==> config.mk <==
export PLATFORM = sky130hd
export DESIGN_NAME = rtc_trim_alarm
export DESIGN_NICKNAME = d
export VERILOG_FILES = /design/src/verilog/alarm_compare.v /design/src/verilog/rtc_trim_alarm.v
export VERILOG_INCLUDE_DIRS = /design/src /design/src/verilog
export SDC_FILE = /design/constraint.sdc
export NUM_CORES = 1
export LEC_CHECK = 0
export ABC_AREA = 1
export BUFFER_PORTS_ARGS = -buffer_cell sky130_fd_sc_hd__buf_2
export CAP_MARGIN = 20
export CORE_MARGIN = 10
export CORE_UTILIZATION = 54
export CTS_CLUSTER_SIZE = 16
export DETAILED_ROUTE_END_ITERATION = 7
export PLACE_DENSITY = 0.88
export SLEW_MARGIN = 20
export SYNTH_ARGS = -nofsm -noshare
export SYNTH_HDL_FRONTEND = slang
export SYNTH_SLANG_ARGS = --single-unit
==> constraint.sdc <==
create_clock -name sys_clk -period 3.08 [get_ports sys_clk]
set_input_delay 0.308 -clock sys_clk [delete_from_list [all_inputs] [get_ports sys_clk]]
set_output_delay 0.308 -clock sys_clk [all_outputs]
set_load 0.02 [all_outputs]
==> src/verilog/rtc_trim_alarm_map.vh <==
// constants for the time-count trim and the two alarm comparators
`ifndef RTC_TRIM_ALARM_MAP_VH
`define RTC_TRIM_ALARM_MAP_VH

`define ADDR_TRIM          4'h7
`define ADDR_WALARM_MIN    4'h8
`define ADDR_WALARM_HOUR   4'h9
`define ADDR_WALARM_DAY    4'hA
`define ADDR_DALARM_MIN    4'hB
`define ADDR_DALARM_HOUR   4'hC

`define MIN_FIELD_MASK     8'h7F
`define HOUR_FIELD_MASK    8'h3F
`define DAY_FIELD_MASK     8'h7F
`define TRIM_FIELD_MASK    8'h7F
`define TRIM_SIGN_BIT      6
`define TRIM_RESET         8'h00
`define ALARM_RESET        8'h00

`define PRESCALE_NOMINAL   16'd32768
`define ADJUST_SEC_00      7'h00
`define ADJUST_SEC_20      7'h20
`define ADJUST_SEC_40      7'h40

`endif

==> src/verilog/alarm_compare.v <==
// one alarm comparator: minute, hour and optional day mask
`timescale 1ns/1ns
`default_nettype none
module alarm_compare (
  input  wire       sys_clk,
  input  wire       nrst,
  input  wire       clkEn,
  input  wire       minuteTick,
  input  wire       useDay,
  input  wire [6:0] alarmMin,
  input  wire [5:0] alarmHour,
  input  wire [6:0] dayMask,
  input  wire [6:0] curMin,
  input  wire [5:0] curHour,
  input  wire [2:0] curDay,
  output reg        match_reg
);
  wire dayHit;
  wire allHit;

  // mask bit n selects counter value n; 111 never hits, empty mask never hits
  assign dayHit = (curDay == 3'h7) ? 1'b0 : dayMask[curDay];
  assign allHit = (alarmMin == curMin) && (alarmHour == curHour) && (!useDay || dayHit);

  always @(posedge sys_clk or negedge nrst) begin
    if (!nrst) begin
      match_reg <= 1'b0;
    end else if (clkEn) begin
      if (minuteTick) begin
        match_reg <= allHit;
      end
    end
  end
endmodule
`default_nettype wire

==> src/verilog/rtc_trim_alarm.v <==
// time-count trim and weekly/daily alarm registers of the serial clock
//
// Summary of operation
// - sign 0, magnitude 7: adjusted seconds last 32780 pulses.
// - sign 0, magnitude 1: adjusted seconds stay at 32768 pulses.
// - sign 1, magnitude 111110: adjusted seconds last 32764 pulses.
// - each step moves two pulses per 20 seconds, about 3ppm.
// - trim changes pulse count only, never the oscillator or clock output.
// - weekly minute register at 8h, bits 6..0, bit 7 reads 0.
// - weekly hour register at 9h, bits 5..0, bit 5 pm or twenties.
// - weekly day mask at Ah, bits 6..0, bit 7 reads 0.
// - day mask bit n matches day counter value n.
// - empty day mask never gives a weekly match.
// - twelve-hour midnight is 12 and noon 32, as the hour counter.
// - daily minute register at Bh, bits 6..0, bit 7 reads 0.
// - daily hour register at Ch, bits 5..0, bits 7..6 read 0.
// - alarm contents are undefined after the halt flag sets.
// - sign 0 adds (mag-1)*2 pulses; sign 1 removes (~mag+1)*2.
// - untrimmed, seconds advance every 32768 crystal pulses.
`timescale 1ns/1ns
`default_nettype none
`include "rtc_trim_alarm_map.vh"
module rtc_trim_alarm #(
  parameter PRESCALE_WIDTH = 16
) (
  input  wire       sys_clk,
  input  wire       nrst,
  input  wire       clkEn,
  input  wire       xtalTick,
  input  wire       haltFlag,
  input  wire       regWrite,
  input  wire [3:0] regAddr,
  input  wire [7:0] regWdata,
  input  wire [6:0] curSec,
  input  wire [6:0] curMin,
  input  wire [5:0] curHour,
  input  wire [2:0] curDay,
  input  wire       minuteTick,
  input  wire       weeklyEnable,
  input  wire       dailyEnable,
  output reg  [7:0] regRdata_reg,
  output reg        secondTick_reg,
  output reg        xtalOut_reg,
  output wire       weeklyMatch_reg,
  output wire       dailyMatch_reg
);
  // ************************************************************
  // input synchronisers for the crystal tick and the halt flag
  // ************************************************************
  reg xtalMeta_reg;
  reg xtalSync_reg;
  reg xtalPrev_reg;
  reg haltMeta_reg;
  reg haltSync_reg;
  wire xtalEdge;

  always @(posedge sys_clk or negedge nrst) begin
    if (!nrst) begin
      xtalMeta_reg <= 1'b0;
      xtalSync_reg <= 1'b0;
      xtalPrev_reg <= 1'b0;
      haltMeta_reg <= 1'b1;
      haltSync_reg <= 1'b1;
    end else if (clkEn) begin
      xtalMeta_reg <= xtalTick;
      xtalSync_reg <= xtalMeta_reg;
      xtalPrev_reg <= xtalSync_reg;
      haltMeta_reg <= haltFlag;
      haltSync_reg <= haltMeta_reg;
    end
  end

  assign xtalEdge = xtalSync_reg & ~xtalPrev_reg;

  // ************************************************************
  // registers
  // ************************************************************
  // field constants held as full bytes and cut to each register's width below
  localparam [7:0] TRIM_RST  = `TRIM_RESET;
  localparam [7:0] ALARM_RST = `ALARM_RESET;
  localparam [7:0] TRIM_MASK = `TRIM_FIELD_MASK;
  localparam [7:0] MIN_MASK  = `MIN_FIELD_MASK;
  localparam [7:0] HOUR_MASK = `HOUR_FIELD_MASK;
  localparam [7:0] DAY_MASK  = `DAY_FIELD_MASK;

  // strobes and next values are combinational; only the _reg words hold state
  reg  [6:0] trim_reg;
  reg  [6:0] trim_next;
  reg  [6:0] wMin_reg;
  reg  [6:0] wMin_next;
  reg  [5:0] wHour_reg;
  reg  [5:0] wHour_next;
  reg  [6:0] wDay_reg;
  reg  [6:0] wDay_next;
  reg  [6:0] dMin_reg;
  reg  [6:0] dMin_next;
  reg  [5:0] dHour_reg;
  reg  [5:0] dHour_next;

  // set by a trim write that lands in an adjustment second
  reg        trimFresh_reg;

  reg        trimWrite;
  reg        wMinWrite;
  reg        wHourWrite;
  reg        wDayWrite;
  reg        dMinWrite;
  reg        dHourWrite;

  // one strobe per register; writes to unmapped addresses fall through unused
  // addresses below the trim register belong to the counters outside this block
  always @* begin
    trimWrite  = 1'b0;
    wMinWrite  = 1'b0;
    wHourWrite = 1'b0;
    wDayWrite  = 1'b0;
    dMinWrite  = 1'b0;
    dHourWrite = 1'b0;
    if (regWrite) begin
      if (regAddr == `ADDR_TRIM) begin
        trimWrite = 1'b1;
      end else if (regAddr == `ADDR_WALARM_MIN) begin
        wMinWrite = 1'b1;
      end else if (regAddr == `ADDR_WALARM_HOUR) begin
        wHourWrite = 1'b1;
      end else if (regAddr == `ADDR_WALARM_DAY) begin
        wDayWrite = 1'b1;
      end else if (regAddr == `ADDR_DALARM_MIN) begin
        dMinWrite = 1'b1;
      end else if (regAddr == `ADDR_DALARM_HOUR) begin
        dHourWrite = 1'b1;
      end
    end
  end

  // halt beats a write in the same cycle, so a stale trim never outlives a restart
  // limitation: a write refused during a halt is lost, not queued
  always @* begin
    trim_next = trim_reg;
    if (haltSync_reg) begin
      trim_next = TRIM_RST[6:0];
    end else if (trimWrite) begin
      trim_next = regWdata[6:0] & TRIM_MASK[6:0];
    end
  end

  // alarm bytes ignore the halt flag; the host must rewrite them after a halt
  always @* begin
    wMin_next = wMin_reg;
    if (wMinWrite) begin
      wMin_next = regWdata[6:0] & MIN_MASK[6:0];
    end
  end

  always @* begin
    wHour_next = wHour_reg;
    if (wHourWrite) begin
      wHour_next = regWdata[5:0] & HOUR_MASK[5:0];
    end
  end

  // bit 7 of the day mask has no store and always reads zero
  always @* begin
    wDay_next = wDay_reg;
    if (wDayWrite) begin
      wDay_next = regWdata[6:0] & DAY_MASK[6:0];
    end
  end

  always @* begin
    dMin_next = dMin_reg;
    if (dMinWrite) begin
      dMin_next = regWdata[6:0] & MIN_MASK[6:0];
    end
  end

  always @* begin
    dHour_next = dHour_reg;
    if (dHourWrite) begin
      dHour_next = regWdata[5:0] & HOUR_MASK[5:0];
    end
  end

  // every register freezes with the clock enable
  always @(posedge sys_clk or negedge nrst) begin
    if (!nrst) begin
      trim_reg <= TRIM_RST[6:0];
    end else if (clkEn) begin
      trim_reg <= trim_next;
    end
  end

  // no write protection: any alarm byte may be rewritten at any time
  always @(posedge sys_clk or negedge nrst) begin
    if (!nrst) begin
      wMin_reg  <= ALARM_RST[6:0];
      wHour_reg <= ALARM_RST[5:0];
      wDay_reg  <= ALARM_RST[6:0];
      dMin_reg  <= ALARM_RST[6:0];
      dHour_reg <= ALARM_RST[5:0];
    end else if (clkEn) begin
      wMin_reg  <= wMin_next;
      wHour_reg <= wHour_next;
      wDay_reg  <= wDay_next;
      dMin_reg  <= dMin_next;
      dHour_reg <= dHour_next;
    end
  end

  // ************************************************************
  // read data, unused bits read zero
  // ************************************************************
  reg [7:0] rdata_next;

  always @* begin
    if (regAddr == `ADDR_TRIM) begin
      rdata_next = {1'b0, trim_reg};
    end else if (regAddr == `ADDR_WALARM_MIN) begin
      rdata_next = {1'b0, wMin_reg};
    end else if (regAddr == `ADDR_WALARM_HOUR) begin
      rdata_next = {2'b00, wHour_reg};
    end else if (regAddr == `ADDR_WALARM_DAY) begin
      rdata_next = {1'b0, wDay_reg};
    end else if (regAddr == `ADDR_DALARM_MIN) begin
      rdata_next = {1'b0, dMin_reg};
    end else if (regAddr == `ADDR_DALARM_HOUR) begin
      rdata_next = {2'b00, dHour_reg};
    end else begin
      rdata_next = 8'h00;
    end
  end

  always @(posedge sys_clk or negedge nrst) begin
    if (!nrst) begin
      regRdata_reg <= 8'h00;
    end else if (clkEn) begin
      regRdata_reg <= rdata_next;
    end
  end

  // ************************************************************
  // prescale length per second
  // ************************************************************
  wire                      adjustSec;
  wire [5:0]                trimMag;
  wire [6:0]                addPulses;
  wire [6:0]                subPulses;
  reg  [PRESCALE_WIDTH-1:0] secLength;
  reg  [PRESCALE_WIDTH-1:0] presc_reg;
  reg  [6:0]                lastSec_reg;
  wire                      trimActive;

  assign adjustSec = (curSec == `ADJUST_SEC_00) || (curSec == `ADJUST_SEC_20) ||
                     (curSec == `ADJUST_SEC_40);
  assign trimMag   = trim_reg[5:0];
  // one step is two pulses per 20 s, roughly 3ppm
  assign addPulses = {trimMag - 6'h01, 1'b0};
  assign subPulses = {(~trimMag) + 6'h01, 1'b0};
  // magnitude zero means no change either sign; fresh write skips this point
  assign trimActive = adjustSec && !trimFresh_reg && (trimMag != 6'h00);

  always @* begin
    secLength = `PRESCALE_NOMINAL;
    if (trimActive) begin
      if (!trim_reg[`TRIM_SIGN_BIT]) begin
        secLength = `PRESCALE_NOMINAL + {{(PRESCALE_WIDTH-7){1'b0}}, addPulses};
      end else begin
        secLength = `PRESCALE_NOMINAL - {{(PRESCALE_WIDTH-7){1'b0}}, subPulses};
      end
    end
  end

  // trim write marks the current adjustment second as untouched
  always @(posedge sys_clk or negedge nrst) begin
    if (!nrst) begin
      trimFresh_reg <= 1'b0;
      lastSec_reg   <= 7'h00;
    end else if (clkEn) begin
      lastSec_reg <= curSec;
      if (trimWrite && adjustSec) begin
        trimFresh_reg <= 1'b1;
      end else if (curSec != lastSec_reg) begin
        trimFresh_reg <= 1'b0;
      end
    end
  end

  always @(posedge sys_clk or negedge nrst) begin
    if (!nrst) begin
      presc_reg      <= {PRESCALE_WIDTH{1'b0}};
      secondTick_reg <= 1'b0;
      xtalOut_reg    <= 1'b0;
    end else if (clkEn) begin
      // clock output follows the crystal untouched by trim
      xtalOut_reg    <= xtalSync_reg;
      secondTick_reg <= 1'b0;
      if (xtalEdge) begin
        if (presc_reg >= secLength - {{(PRESCALE_WIDTH-1){1'b0}}, 1'b1}) begin
          presc_reg      <= {PRESCALE_WIDTH{1'b0}};
          secondTick_reg <= 1'b1;
        end else begin
          presc_reg <= presc_reg + {{(PRESCALE_WIDTH-1){1'b0}}, 1'b1};
        end
      end
    end
  end

  // ************************************************************
  // alarm comparators
  // ************************************************************
  alarm_compare weeklyAlarm (
    .sys_clk    (sys_clk),
    .nrst       (nrst),
    .clkEn      (clkEn),
    .minuteTick (minuteTick & weeklyEnable),
    .useDay     (1'b1),
    .alarmMin   (wMin_reg),
    .alarmHour  (wHour_reg),
    .dayMask    (wDay_reg),
    .curMin     (curMin),
    .curHour    (curHour),
    .curDay     (curDay),
    .match_reg  (weeklyMatch_reg)
  );

  alarm_compare dailyAlarm (
    .sys_clk    (sys_clk),
    .nrst       (nrst),
    .clkEn      (clkEn),
    .minuteTick (minuteTick & dailyEnable),
    .useDay     (1'b0),
    .alarmMin   (dMin_reg),
    .alarmHour  (dHour_reg),
    .dayMask    (7'h00),
    .curMin     (curMin),
    .curHour    (curHour),
    .curDay     (curDay),
    .match_reg  (dailyMatch_reg)
  );
endmodule
`default_nettype wire

* Yosys cells after proc, flatten, opt, wreduce, memory -nomap -nowiden
Cells that the tools add are included.
Storage, ports and cells: logic and storage cells 113, output and inout port bits 12, flip-flop bits (word level) 80, memories 0, memory bits (read-only) 0, bits in latches 0, bits of input ports 44, RAM bits 0
Operators by class: magnitude comparators 2, div/mod/pow operators 0, multipliers 0, equal/unequal tests 14, add/subtract/negate cells 6, muxes and demuxes 45, reduce and logical (&&, ||, !) cells 23, bitwise logic cells 5, shift operators 0
Operators by type and width (count):
- $mux 7 | 7
- $mux 16 | 3
- $mux 1 | 33
- $eq 4x4->1 const B | 5
- $reduce_and 2->1 | 10
- $add 16x1->16 const B | 1
- $add 16x7->16 const A | 1
- $ge 16x16->1 | 1
- $sub 16x1->16 const B | 1
- $sub 16x7->16 const A | 1
- $eq 7x7->1 | 2
- $eq 6x6->1 | 2
- $eq 7x6->1 const B | 1
- $eq 7x7->1 const B | 1
- $logic_not 7->1 | 1
- $ne 7x7->1 | 1
- $add 6x1->6 const B | 1
- $logic_and 1x1->1 | 6
- $mux 6 | 1
- $not 6->6 | 1
- $reduce_bool 6->1 | 1
- $sub 6x1->6 const B | 1
- $eq 4x3->1 const B | 1
- $lt 3x4->1 const B | 1
- other kinds (7) | 11

* Depth between registers and ports, before layout
Gate-level depths: netlist of the first run.
depth in word-level cells 10, mapped depth 26, mapped depth without buffers 25

* Modules after synthesis
Synthesis of the first run repeated with hierarchy kept, for this count alone.
Unflattened totals: cells, all modules 747, area total of the unflattened synthesis 5182.5 µm²
Modules (own cells, without submodules):
- rtc_trim_alarm | times used 1, cells an instance 585, area an instance 4454.3 µm²
- alarm_compare | times used 2, cells an instance 81, area an instance 364.1 µm²

* Least setup slack after synthesis of the first run
Ideal clock, no wire load.
path type register to register, start register trim_reg[0], end register presc_reg[10], period minus slack after synthesis 3.381 ns, stages on the path, launching flop included 27, path slack -0.301 ns, required time 2.960 ns, path buffers 1, data arrival time 3.261 ns, path through dfrtp_1 -> inv_2 -> ha_1 -> inv_2 -> nand2_2 -> nand2_2 -> inv_2 -> nand3_1 -> nor3_1 -> ha_1 -> nor2_1 -> nor2_1 -> nand2_1 -> nand2_1 -> nor2_4 -> nand2_1 -> nand2_1 -> nand2_1 -> ha_1 -> nand2_1 -> inv_1 -> nand3_1 -> nor3_1 -> a21oi_2 -> nor2_1 -> buf_2 -> nor2_1
On the way: cells in the longest elaborated chain, start to end 8, elaborated cells between the ends (all ways) 12, those cells by class add/sub: 5; order compare: 1; mux: 3; bitwise: 1; reduce/logical: 2
Ends and longest elaborated chain:
- from (decl) | RTL line rtc_trim_alarm.v:87 | reg [6:0] trim_reg;
- from (signal assigned) | RTL line rtc_trim_alarm.v:187 | trim_reg <= TRIM_RST[6:0];
- from (signal assigned) | RTL line rtc_trim_alarm.v:189 | trim_reg <= trim_next;
- $not 6->6 | RTL line rtc_trim_alarm.v:258 | assign subPulses = {(~trimMag) + 6'h01, 1'b0};
- $add 6x1->6 | RTL line rtc_trim_alarm.v:258
- $sub 16x7->16 (no source line)
- $mux 16 | RTL line rtc_trim_alarm.v:265 | if (!trim_reg[`TRIM_SIGN_BIT]) begin
- $mux 16 (*) | RTL line rtc_trim_alarm.v:264 | if (trimActive) begin
- $sub 16x1->16 (*) | RTL line rtc_trim_alarm.v:298 | if (presc_reg >= secLength - {{(PRESCALE_WIDTH-1){1'b0}}, 1'b1}) begin
- $ge 16x16->1 (*) | RTL line rtc_trim_alarm.v:298
- $mux 16 (*) | RTL line rtc_trim_alarm.v:298
- to (signal assigned) | RTL line rtc_trim_alarm.v:290 | presc_reg <= {PRESCALE_WIDTH{1'b0}};
- to (signal assigned) | RTL line rtc_trim_alarm.v:299 | presc_reg <= {PRESCALE_WIDTH{1'b0}};
- to (signal assigned) | RTL line rtc_trim_alarm.v:302 | presc_reg <= presc_reg + {{(PRESCALE_WIDTH-1){1'b0}}, 1'b1};
- to (decl) | RTL line rtc_trim_alarm.v:249 | reg [PRESCALE_WIDTH-1:0] presc_reg;
Every way passes the cells marked *; elsewhere a longest branch is shown, timed or not. A chain may end at the register's enable or synchronous reset.

* Worst setup path in the final report of the first run
start register trim_reg[1], end register presc_reg[10]
The elaborated chain is that of the path after synthesis.

==> results of run 1 <==
-- cell type report --
cell class | instances | area share (%)
clock buffers | 12 | 2.386
multi-input cells | 486 | 46.55
clock inverters | 4 | 1.563
well taps | 111 | 2.283
inverters | 85 | 5.328
flip-flops and latches | 79 | 32.54
repair buffers | 90 | 9.340
-- cell usage after synthesis, drive strengths merged --
library cell and number:
o21ai 69, nand4 14, ha 20, mux2i 1, o31ai 1, o211ai 1, or2 5, o21a 1
xor2 14, buf 6, nand2 184, nand3 46, inv 85, a221oi 1, dfstp 2, xnor2 18
conb 1, nor2 59, nor3 9, nand3b 1, o21bai 1, clkbuf 6, o22ai 15, a211oi 1
a21oi 18, o2111ai 3, dfrtp 77, nor4 3
-- what timing repair did --
action | CTS | global route
setup endpoints to repair | 17 | 17
setup buffers | 6 | 5
gates cloned | 1 | 0
pin swaps | 1 | 13
gates resized for setup | 15 | 36
-- layer usage --
metal  global-route usage (%)  vias to the layer above  share of wire (%)
li1                         -                     2340                  -
met1                    24.99                     2328                 40
met4                    9.258                        0                3.2
met5                        0                        -                  0
met2                    35.72                      200                 50
met3                    2.979                       44                6.8
-- layout by cell type (no fill, tap or decap), types with 15 or more instances in the layout --
cell / Yosys / layout
xnor2_1: 18 / 18
nand2_1: 175 / 164
buf_4: 1 / 32
nand2_2: 9 / 19
buf_2: 5 / 52
dfrtp_1: 77 / 77
o21ai_0: 54 / 53
a21oi_1: 17 / 15
nand3_1: 43 / 39
nor2_1: 46 / 38
o21ai_1: 14 / 15
inv_1: 76 / 72
-- critical path, cell delays in order (launching register included) --
cell,delay [ns]
dfrtp_1,0.42
inv_2,0.10
ha_4,0.16
nand3_1,0.10
nand2_2,0.10
inv_2,0.06
nor3_4,0.19
ha_1,0.25
nor2_1,0.10
nor2_1,0.06
nand2_2,0.10
nand2_2,0.07
nor2_4,0.15
nand2_1,0.06
nand2_1,0.09
nand2_2,0.08
ha_4,0.29
nand2_4,0.06
inv_4,0.07
nand3_4,0.07
nor3_4,0.23
a21oi_4,0.10
nor2_4,0.16
buf_6,0.15
nor2_1,0.04
-- how the worst min path moves through the flow --
| stage | startpoint | end | slack (ns) | depth (start not counted) |
|---|---|---|---|---|
| 2_1_floorplan | nrst | dHour_reg[0]$_DFFE_PN0P_ | 0.01 | 0 |
| 3_3_place_gp | haltMeta_reg$_DFFE_PN1P_ | haltMeta_reg$_DFFE_PN1P_ | 0.45 | 2 |
| 5_1_grt | haltFlag | haltMeta_reg$_DFFE_PN1P_ | 0.17 | 3 |
| 3_5_place_dp | dailyAlarm.match_reg$_DFFE_PN0P_ | dailyAlarm.match_reg$_DFFE_PN0P_ | 0.46 | 2 |
| 6_report | nrst | dailyAlarm.match_reg$_DFFE_PN0P_ | 0.1 | 1 |
| 4_1_cts | xtalTick | xtalMeta_reg$_DFFE_PN0P_ | 0.15 | 3 |
-- logic make-up after synthesis --
group / synth area share [%]
simple gates: 29.59
flops: 39.67
other cells: 0.07515
buf+inv: 7.497
mux: 0.2006
fa+ha+maj: 5.015
xor+xnor: 5.617
compound gates: 12.34
-- power by group --
| part | total, W | internal (W) | switching, W |
|---|---|---|---|
| sequential | 0.00133 | 0.00118 | 0.000154 |
| clock | 0.000946 | 0.000561 | 0.000385 |
| combinational | 0.000686 | 0.000294 | 0.000393 |
-- stage by stage --
stage | util [%] | setup slack [ns]
finish | 66.77 | -0.3180
global route | 66.77 | -0.4999
CTS | 64.64 | -0.1140
detailed placement | 61.03 | -0.1377
global placement | 61.03 | -0.03875
floorplan | - | -0.04417
==> flow_summary.json, run 1 <==
{
  "antenna_found_initial": 0,
  "power.density_mw_per_mm2": 487.0,
  "rows": 35,
  "multi_input_area_mm2": 0.002831,
  "synth_area_leader_cell": "dfrtp_1",
  "synth_top_area_share_pct": 38.62,
  "path_max_fanout": 6,
  "n_antenna_cell": 0,
  "seq_area_frac_synth_pct": 39.67,
  "drv_slew": 0,
  "overflow": 0,
  "period_share_pct": 110.3,
  "clk_latency_ns": 0.36,
  "startpoint": "trim_reg[1]$_DFFE_PN0P_",
  "grt_util_all_layers_pct": 20.66,
  "synthCells": 662,
  "final_cells": 867,
  "numCtsBuffers": 9,
  "syn_avg_cell_area_um2": 7.537,
  "stdcell_area_mm2": 0.006082,
  "vias": 4912,
  "fmax_ghz": 0.2943,
  "finalSetupTns_ns": -4.752,
  "relSlewSlack_pct": 33.65,
  "grt_max_degree": 80,
  "cts_tree": "built",
  "period_minus_slack_ns": 3.398,
  "final_nets": 815,
  "ys.warnings.count": 0,
  "htreeDepth": 3,
  "path_class": "reg -> reg",
  "hold_ws_ns": 0.09619,
  "drive_above_1_share_pct": 25.26,
  "vias_per_cell": 5.666,
  "skew_ns": 0.02019,
  "core_mm2": 0.009109,
  "cts.sinks": 79,
  "report.power.total_w": 0.002962,
  "ff2ff_setup_slack_ns": -0.32,
  "portBuffers": 53,
  "violations": "negative setup slack",
  "drt-pass1-iter-count": 5,
  "worstMarginPinSlew_ns": 0.9953,
  "die_x_um": 116.1,
  "cp_data_required_time_ns": 3.32,
  "seqCellArea_mm2": 0.001979,
  "fillers": 705,
  "syn_to_final_growth_pct": 21.89,
  "ant_nets": 0,
  "place_area_mm2": 0.005559,
  "setup_viol": 17,
  "clkTransAtPathRegs_ns": 0.08,
  "r2r_cells": 24,
  "maxCapViolCount": 0,
  "dieArea_mm2": 0.01349,
  "crit_arrival_ns": 3.64,
  "hold_viol": 0,
  "holdBufCountCts": 0,
  "initialDrtViolationCount": 456,
  "yosys-top-cells-area": "dfrtp_1 (39%), nand2_1 (13%), inv_1 (5.7%), o21ai_0 (5.4%), ha_1 (5.0%)",
  "yosysUniqueCellTypes": 42,
  "rr_startpoint": "trim_reg[1]$_DFFE_PN0P_",
  "dp_cells": 839,
  "startpoint_type": "register",
  "syn_area_mm2": 0.004990,
  "largest_reg_flops": 16,
  "setup_ws_ns": -0.3180,
  "synth_nets": 726,
  "hp-class": "in -> async",
  "ys_ff_latch": 79,
  "hpwl_um": 9855,
  "status": "complete, but fails checks",
  "ir_drop_v": 0.0003026,
  "grt_pass1_wl_um": 22460,
  "p_leak_nw": 3.129,
  "die_h_um": 116.1,
  "reg2reg_to": "presc_reg[10]$_DFFE_PN0P_",
  "start_util_pct": 54.78,
  "crit_path_end": "presc_reg[10]$_DFFE_PN0P_",
  "drc_errors": 0,
  "endpoint_kind": "register",
  "place_congestion": 1.009,
  "cts_max_path_buffers": 2,
  "rsz0062_at_grt": "true",
  "wirelength_um": 14070,
  "post_drt_wl_per_cell_um": 16.22,
  "io_pins": 56,
  "grt_pass1_vias": 4760,
  "root_buffer": "clkbuf_8"
}
Note: power is estimated with default switching activity, not from simulation.
==> inputs of run 2 (changes only) <==
PLACE_DENSITY = 0.87   (was 0.88)
==> run 2 against run 1 <==
Sequential cell count unchanged. Clock power decreased by 1%. Power decreased by 1.8%. Via count decreased by 2.2%. The flow still finishes with violations (negative setup slack). Non-clock buffer count decreased by 6. Final cell count decreased by 0.69%. Core utilization decreased by 1.4 points. Register-to-register slack improved by 0.09 ns.
==> flow_summary.json, run 2 (synthesis results as in run 1) <==
{
  "status": "complete, but fails checks",
  "violations": "negative setup slack",
  "wirelength_um": 13240,
  "post_drt_wl_per_cell_um": 15.38,
  "antenna_found_initial": 0,
  "crit_arrival_ns": 3.60,
  "dieArea_mm2": 0.01349,
  "ant_nets": 0,
  "power.density_mw_per_mm2": 488.7,
  "grt_pass1_vias": 4660,
  "drt-pass1-iter-count": 5,
  "die_x_um": 116.1,
  "period_share_pct": 107.5,
  "grt_max_degree": 80,
  "clkTransAtPathRegs_ns": 0.08,
  "period_minus_slack_ns": 3.312,
  "ir_drop_v": 0.0002998,
  "io_pins": 56,
  "clk_latency_ns": 0.36,
  "root_buffer": "clkbuf_8",
  "path_class": "reg -> reg",
  "drc_errors": 0,
  "fmax_ghz": 0.3019,
  "fin_util_pct": 65.33,
  "overflow": 0,
  "cts_tree": "built",
  "final_cell_mix": "nand2_1 (170), dfrtp_1 (77), inv_1 (74)",
  "grt_util_all_layers_pct": 19.81,
  "finalSetupTns_ns": -3.601,
  "cp_data_required_time_ns": 3.37,
  "vias": 4805,
  "p_leak_nw": 3.096,
  "hpwl_um": 9664,
  "syn_to_final_growth_pct": 19.26,
  "largest_reg_flops": 16,
  "drive_above_1_share_pct": 23.20,
  "cts_max_path_buffers": 2,
  "portBuffers": 53,
  "vias_per_cell": 5.581,
  "place_ws_ns": -0.1756,
  "rows": 35,
  "path_max_fanout": 6,
  "startpoint_type": "register",
  "cts.sinks": 79,
  "final_common_cell": "nand2_1",
  "endpoint_kind": "register",
  "start_util_pct": 54.78,
  "final_nets": 809,
  "maxCapViolCount": 0,
  "place_congestion": 0.9914,
  "hold_viol": 0,
  "numCtsBuffers": 9,
  "grt_pass1_wl_um": 21600,
  "initialDrtViolationCount": 425,
  "die_h_um": 116.1,
  "worstMarginPinSlew_ns": 0.9914,
  "skew_ns": 0.01390,
  "drv_slew": 0,
  "setup_viol": 17,
  "hold_ws_ns": 0.07788,
  "rsz0062_at_grt": "true",
  "n_antenna_cell": 0,
  "core_mm2": 0.009109,
  "htreeDepth": 3,
  "relSlewSlack_pct": 33.91,
  "setup_ws_ns": -0.2322,
  "hp-class": "in -> async"
}
[run 2: routing by layer]
metal / routed length, µm / global-route usage [%] / up-vias
met5: 0 / 0 / -
li1: - / - / 2325
met1: 5505 / 24.87 / 2256
met3: 917 / 2.722 / 36
met4: 337 / 8.424 / 0
met2: 6478 / 33.49 / 188
[run 2: metrics by stage]
stage | power (W) | cells | area [µm²]
after floorplan | 0.001705 | 662 | 5022
after global placement | 0.001902 | 839 | 5559
after detailed placement | 0.001942 | 839 | 5559
after CTS | 0.002882 | 858 | 5866
after global routing | 0.003059 | 861 | 5951
final | 0.002908 | 861 | 5951
[run 2: area by class of cell]
cell class	count	area, µm²
fill	724	3158
multi-input combinational	486	2760
sequential	79	1979
timing repair buffer	84	511.7
inverter	85	321.6
clock buffer	13	148.9
tap	111	138.9
clock inverter	3	90.09
[run 2: worst paths after layout]
| path | start | endpoint | slack [ns] | cells past startpoint |
|---|---|---|---|---|
| worst max-delay path | trim_reg[1]$_DFFE_PN0P_ | presc_reg[15]$_DFFE_PN0P_ | -0.23 | 26 |
| worst min-delay path | nrst | dailyAlarm.match_reg$_DFFE_PN0P_ | 0.08 | 1 |
| worst max register to register | trim_reg[1]$_DFFE_PN0P_ | presc_reg[15]$_DFFE_PN0P_ | -0.23 | 26 |
| worst min register to register | haltMeta_reg$_DFFE_PN1P_ | haltMeta_reg$_DFFE_PN1P_ | 0.47 | 2 |
| max in group asynchronous | nrst | trim_reg[0]$_DFFE_PN0P_ | 2.33 | 1 |
| min in group sys_clk | haltFlag | haltMeta_reg$_DFFE_PN1P_ | 0.16 | 3 |
[run 2: power breakdown]
part	switching (W)	internal [W]
Clock	0.000369	0.000562
Combinational	0.000376	0.000274
Sequential	0.000151	0.00118
[run 2: timing repair]
item,CTS,global route
pin swaps,1,5
buffers inserted,2,3
resized for setup,17,17
hold buffers,0,0
setup endpoints to repair,17,17
gates cloned,1,0
[run 2: critical path, cell delays in order, from the launching register on]
cell	delay, ns
dfrtp_1	0.40
inv_2	0.10
ha_4	0.17
inv_2	0.04
nand2_2	0.06
nand2_2	0.06
inv_2	0.07
nand3_2	0.08
nor3_4	0.14
ha_1	0.25
nor2_1	0.11
nor2_1	0.06
nand2_2	0.10
nand2_2	0.07
nor2_4	0.12
nand2_1	0.07
nand2_1	0.06
nand2_1	0.05
ha_1	0.28
nand2_2	0.08
nor2_1	0.05
a211oi_1	0.22
nand2_1	0.11
a21oi_2	0.19
buf_6	0.16
nand3_2	0.07
nand2_1	0.08
==> inputs of run 3 (changes only) <==
CORE_ASPECT_RATIO = 2   (was unset)
RECOVER_POWER = 50   (was unset)
==> run 3 against run 2 <==
The run ends with max-capacitance violations, max-slew violations, negative setup slack left. Final cell count fell by 0.93%. Maximum frequency rose by 0.98%. Combinational power about the same. Wire length increased by 8.5%. Register-to-register slack improved by 0.03 ns. First-iteration DRC count down 28%. Core utilization grew 1.3 points. Critical endpoint is now presc_reg[3]$_DFFE_PN0P_.
==> flow_summary.json, run 3 (synthesis results as in run 1) <==
{
  "post_drt_wl_per_cell_um": 16.83,
  "cts_tree": "built",
  "relSlewSlack_pct": -31.98,
  "slowest_delay_ns": 0.41,
  "r2r_cells": 22,
  "place_congestion": 0.9244,
  "path_max_fanout": 6,
  "core_mm2": 0.009012,
  "ir_drop_v": 0.0004281,
  "cts.sinks": 79,
  "grt_pass1_wl_um": 23120,
  "p_leak_nw": 3.121,
  "dieArea_mm2": 0.01372,
  "power.combinational.fraction_pct": 20.6,
  "drt-pass1-iter-count": 5,
  "crit_arrival_ns": 3.55,
  "ff2ff_setup_slack_ns": -0.20,
  "place_ws_ns": -0.1107,
  "hold_path_end": "xtalMeta_reg$_DFFE_PN0P_",
  "critical_path.cell_chain": "inv_4, ha_4, inv_2, nand2_2, nand2_2, buf_4, buf_4, nor2_1, nand4_1, nand3_4, nand3_2, nand2_2, inv_1, ha_1, a21oi_1, nor2_1, a211oi_2, nand2_1, a21oi_2, nor2_2, buf_6, nor2_1",
  "final_common_cell": "nand2_1",
  "power.density_mw_per_mm2": 524.9,
  "grt_pass1_vias": 5128,
  "grt_max_degree": 80,
  "numCtsBuffers": 9,
  "final_nets": 810,
  "skew_ns": 0.005604,
  "status": "complete, but fails checks",
  "period_minus_slack_ns": 3.280,
  "setup_viol": 17,
  "startpoint_type": "register",
  "use_met1_pct": 18.85,
  "wirelength_um": 14360,
  "htreeDepth": 3,
  "hp-class": "in -> reg",
  "violations": "max-capacitance violations, max-slew violations, negative setup slack",
  "io_pins": 56,
  "cp_slowest_cell": "dfrtp_1",
  "report.power.total_w": 0.003154,
  "drc_errors": 0,
  "vias": 4806,
  "vias_per_cell": 5.634,
  "syn_to_final_growth_pct": 20.41,
  "power.internal_w": 0.002196,
  "hold_viol": 0,
  "hold_path_depth": 3,
  "cp_data_required_time_ns": 3.35,
  "die_h_um": 155.9,
  "overflow": 0,
  "maxCapViolCount": 1,
  "start_util_pct": 55.37,
  "use_met2_pct": 39.24,
  "ant_nets": 0,
  "die_x_um": 87.97,
  "initialDrtViolationCount": 308,
  "setup_ws_ns": -0.2002,
  "drv_slew": 80,
  "p_sw_w": 0.0009574,
  "portBuffers": 53,
  "antenna_found_initial": 0,
  "n_antenna_cell": 0,
  "path_class": "reg -> reg",
  "stdcell_area_mm2": 0.006008,
  "clkPwrFrac_pct": 37.4,
  "min_from": "xtalTick",
  "largest_reg_flops": 16,
  "cts_max_path_buffers": 2,
  "rsz0062_at_grt": "true",
  "place_area_mm2": 0.005525,
  "worstMarginPinSlew_ns": 1.980,
  "fin_util_pct": 66.67,
  "rows": 49,
  "grt_util_all_layers_pct": 21.39,
  "rr_startpoint": "trim_reg[0]$_DFFE_PN0P_",
  "holdBufCountCts": 0,
  "final_cell_mix": "nand2_1 (168), dfrtp_1 (77), inv_1 (72)",
  "p_seq_share_pct": 42.1,
  "clkTransAtPathRegs_ns": 0.06,
  "switching_share_pct": 30.36,
  "period_share_pct": 106.5,
  "endpoint_kind": "register",
  "hpwl_um": 10990,
  "reg2reg_to": "presc_reg[3]$_DFFE_PN0P_",
  "root_buffer": "clkbuf_16",
  "final_cells": 853,
  "fmax_ghz": 0.3049,
  "dp_cells": 827,
  "top_usage_layer": "met2",
  "drive_above_1_share_pct": 23.30,
  "grtUsageMet3_pct": 3.766,
  "clk_latency_ns": 0.34
}
[run 3: changes by cell type in the layout (fill, tap and decap cells not counted), sizes merged]
cell / delta
bufinv: -1
clkbuf: -1
clkinv: +1
clkinvlp: +2
[run 3: repair_timing]
| action | CTS | global route |
|---|---|---|
| endpoints found under the hold margin | 0 | 0 |
| pin swaps | 0 | 3 |
| gates resized for setup | 4 | 21 |
| gates cloned | 0 | 1 |
| setup buffers | 4 | 5 |
| setup endpoints to repair | 17 | 17 |
[run 3: layout make-up]
type,instances,area [µm²]
clock buffer,11,252.7
clock inverter,5,80.08
fill,739,3004
inverter,85,321.6
multi-input combinational,486,2738
sequential,79,1979
tap,102,127.6
timing repair buffer,85,509.2
[run 3: worst max path at each step]
stage                            startpoint                        to  slack, ns  depth (start not counted)
floorplan           trim_reg[0]$_DFFE_PN0P_  presc_reg[5]$_DFFE_PN0P_      -0.04                         26
global placement    trim_reg[1]$_DFFE_PN0P_  presc_reg[6]$_DFFE_PN0P_     -0.006                         23
detailed placement  trim_reg[1]$_DFFE_PN0P_  presc_reg[6]$_DFFE_PN0P_      -0.11                         23
CTS                 trim_reg[0]$_DFFE_PN0P_  presc_reg[3]$_DFFE_PN0P_      -0.12                         26
global route        trim_reg[0]$_DFFE_PN0P_  presc_reg[1]$_DFFE_PN0P_      -0.40                         24
finish              trim_reg[0]$_DFFE_PN0P_  presc_reg[3]$_DFFE_PN0P_      -0.20                         22
[run 3: power groups by stage]
stage	Clock [W]	Combinational (W)	Sequential [W]
finish	0.00118	0.000649	0.00133
CTS	0.00119	0.000619	0.00132
floorplan	0	0.000401	0.00130
global placement	0	0.000581	0.00133
global route	0.00122	0.000737	0.00134
detailed placement	0	0.000607	0.00134
[run 3: critical path: cells and delay by family (launching register included)]
kind,cells,cell delay [ns]
AO/OA/AOI/OAI,3,0.47
adder cells (fa/ha/maj),2,0.47
buffers and inverters,6,0.59
flip-flops,1,0.41
AND/OR/NAND/NOR,11,1.26
[run 3: routing by layer]
layer | share of wire, % | up-vias
li1 | - | 2329
met1 | 32 | 2240
met2 | 56 | 151
met3 | 3.4 | 86
met4 | 8.4 | 0
met5 | 0 | -
[run 3: stage by stage]
step / setup TNS, ns / hold WS (ns)
floorplan: -0.4417 / 0.01241
global placement: -0.05227 / 0.4561
detailed placement: -1.487 / 0.4653
CTS: -1.251 / 0.1716
global route: -6.327 / 0.1782
finish: -2.986 / 0.1724
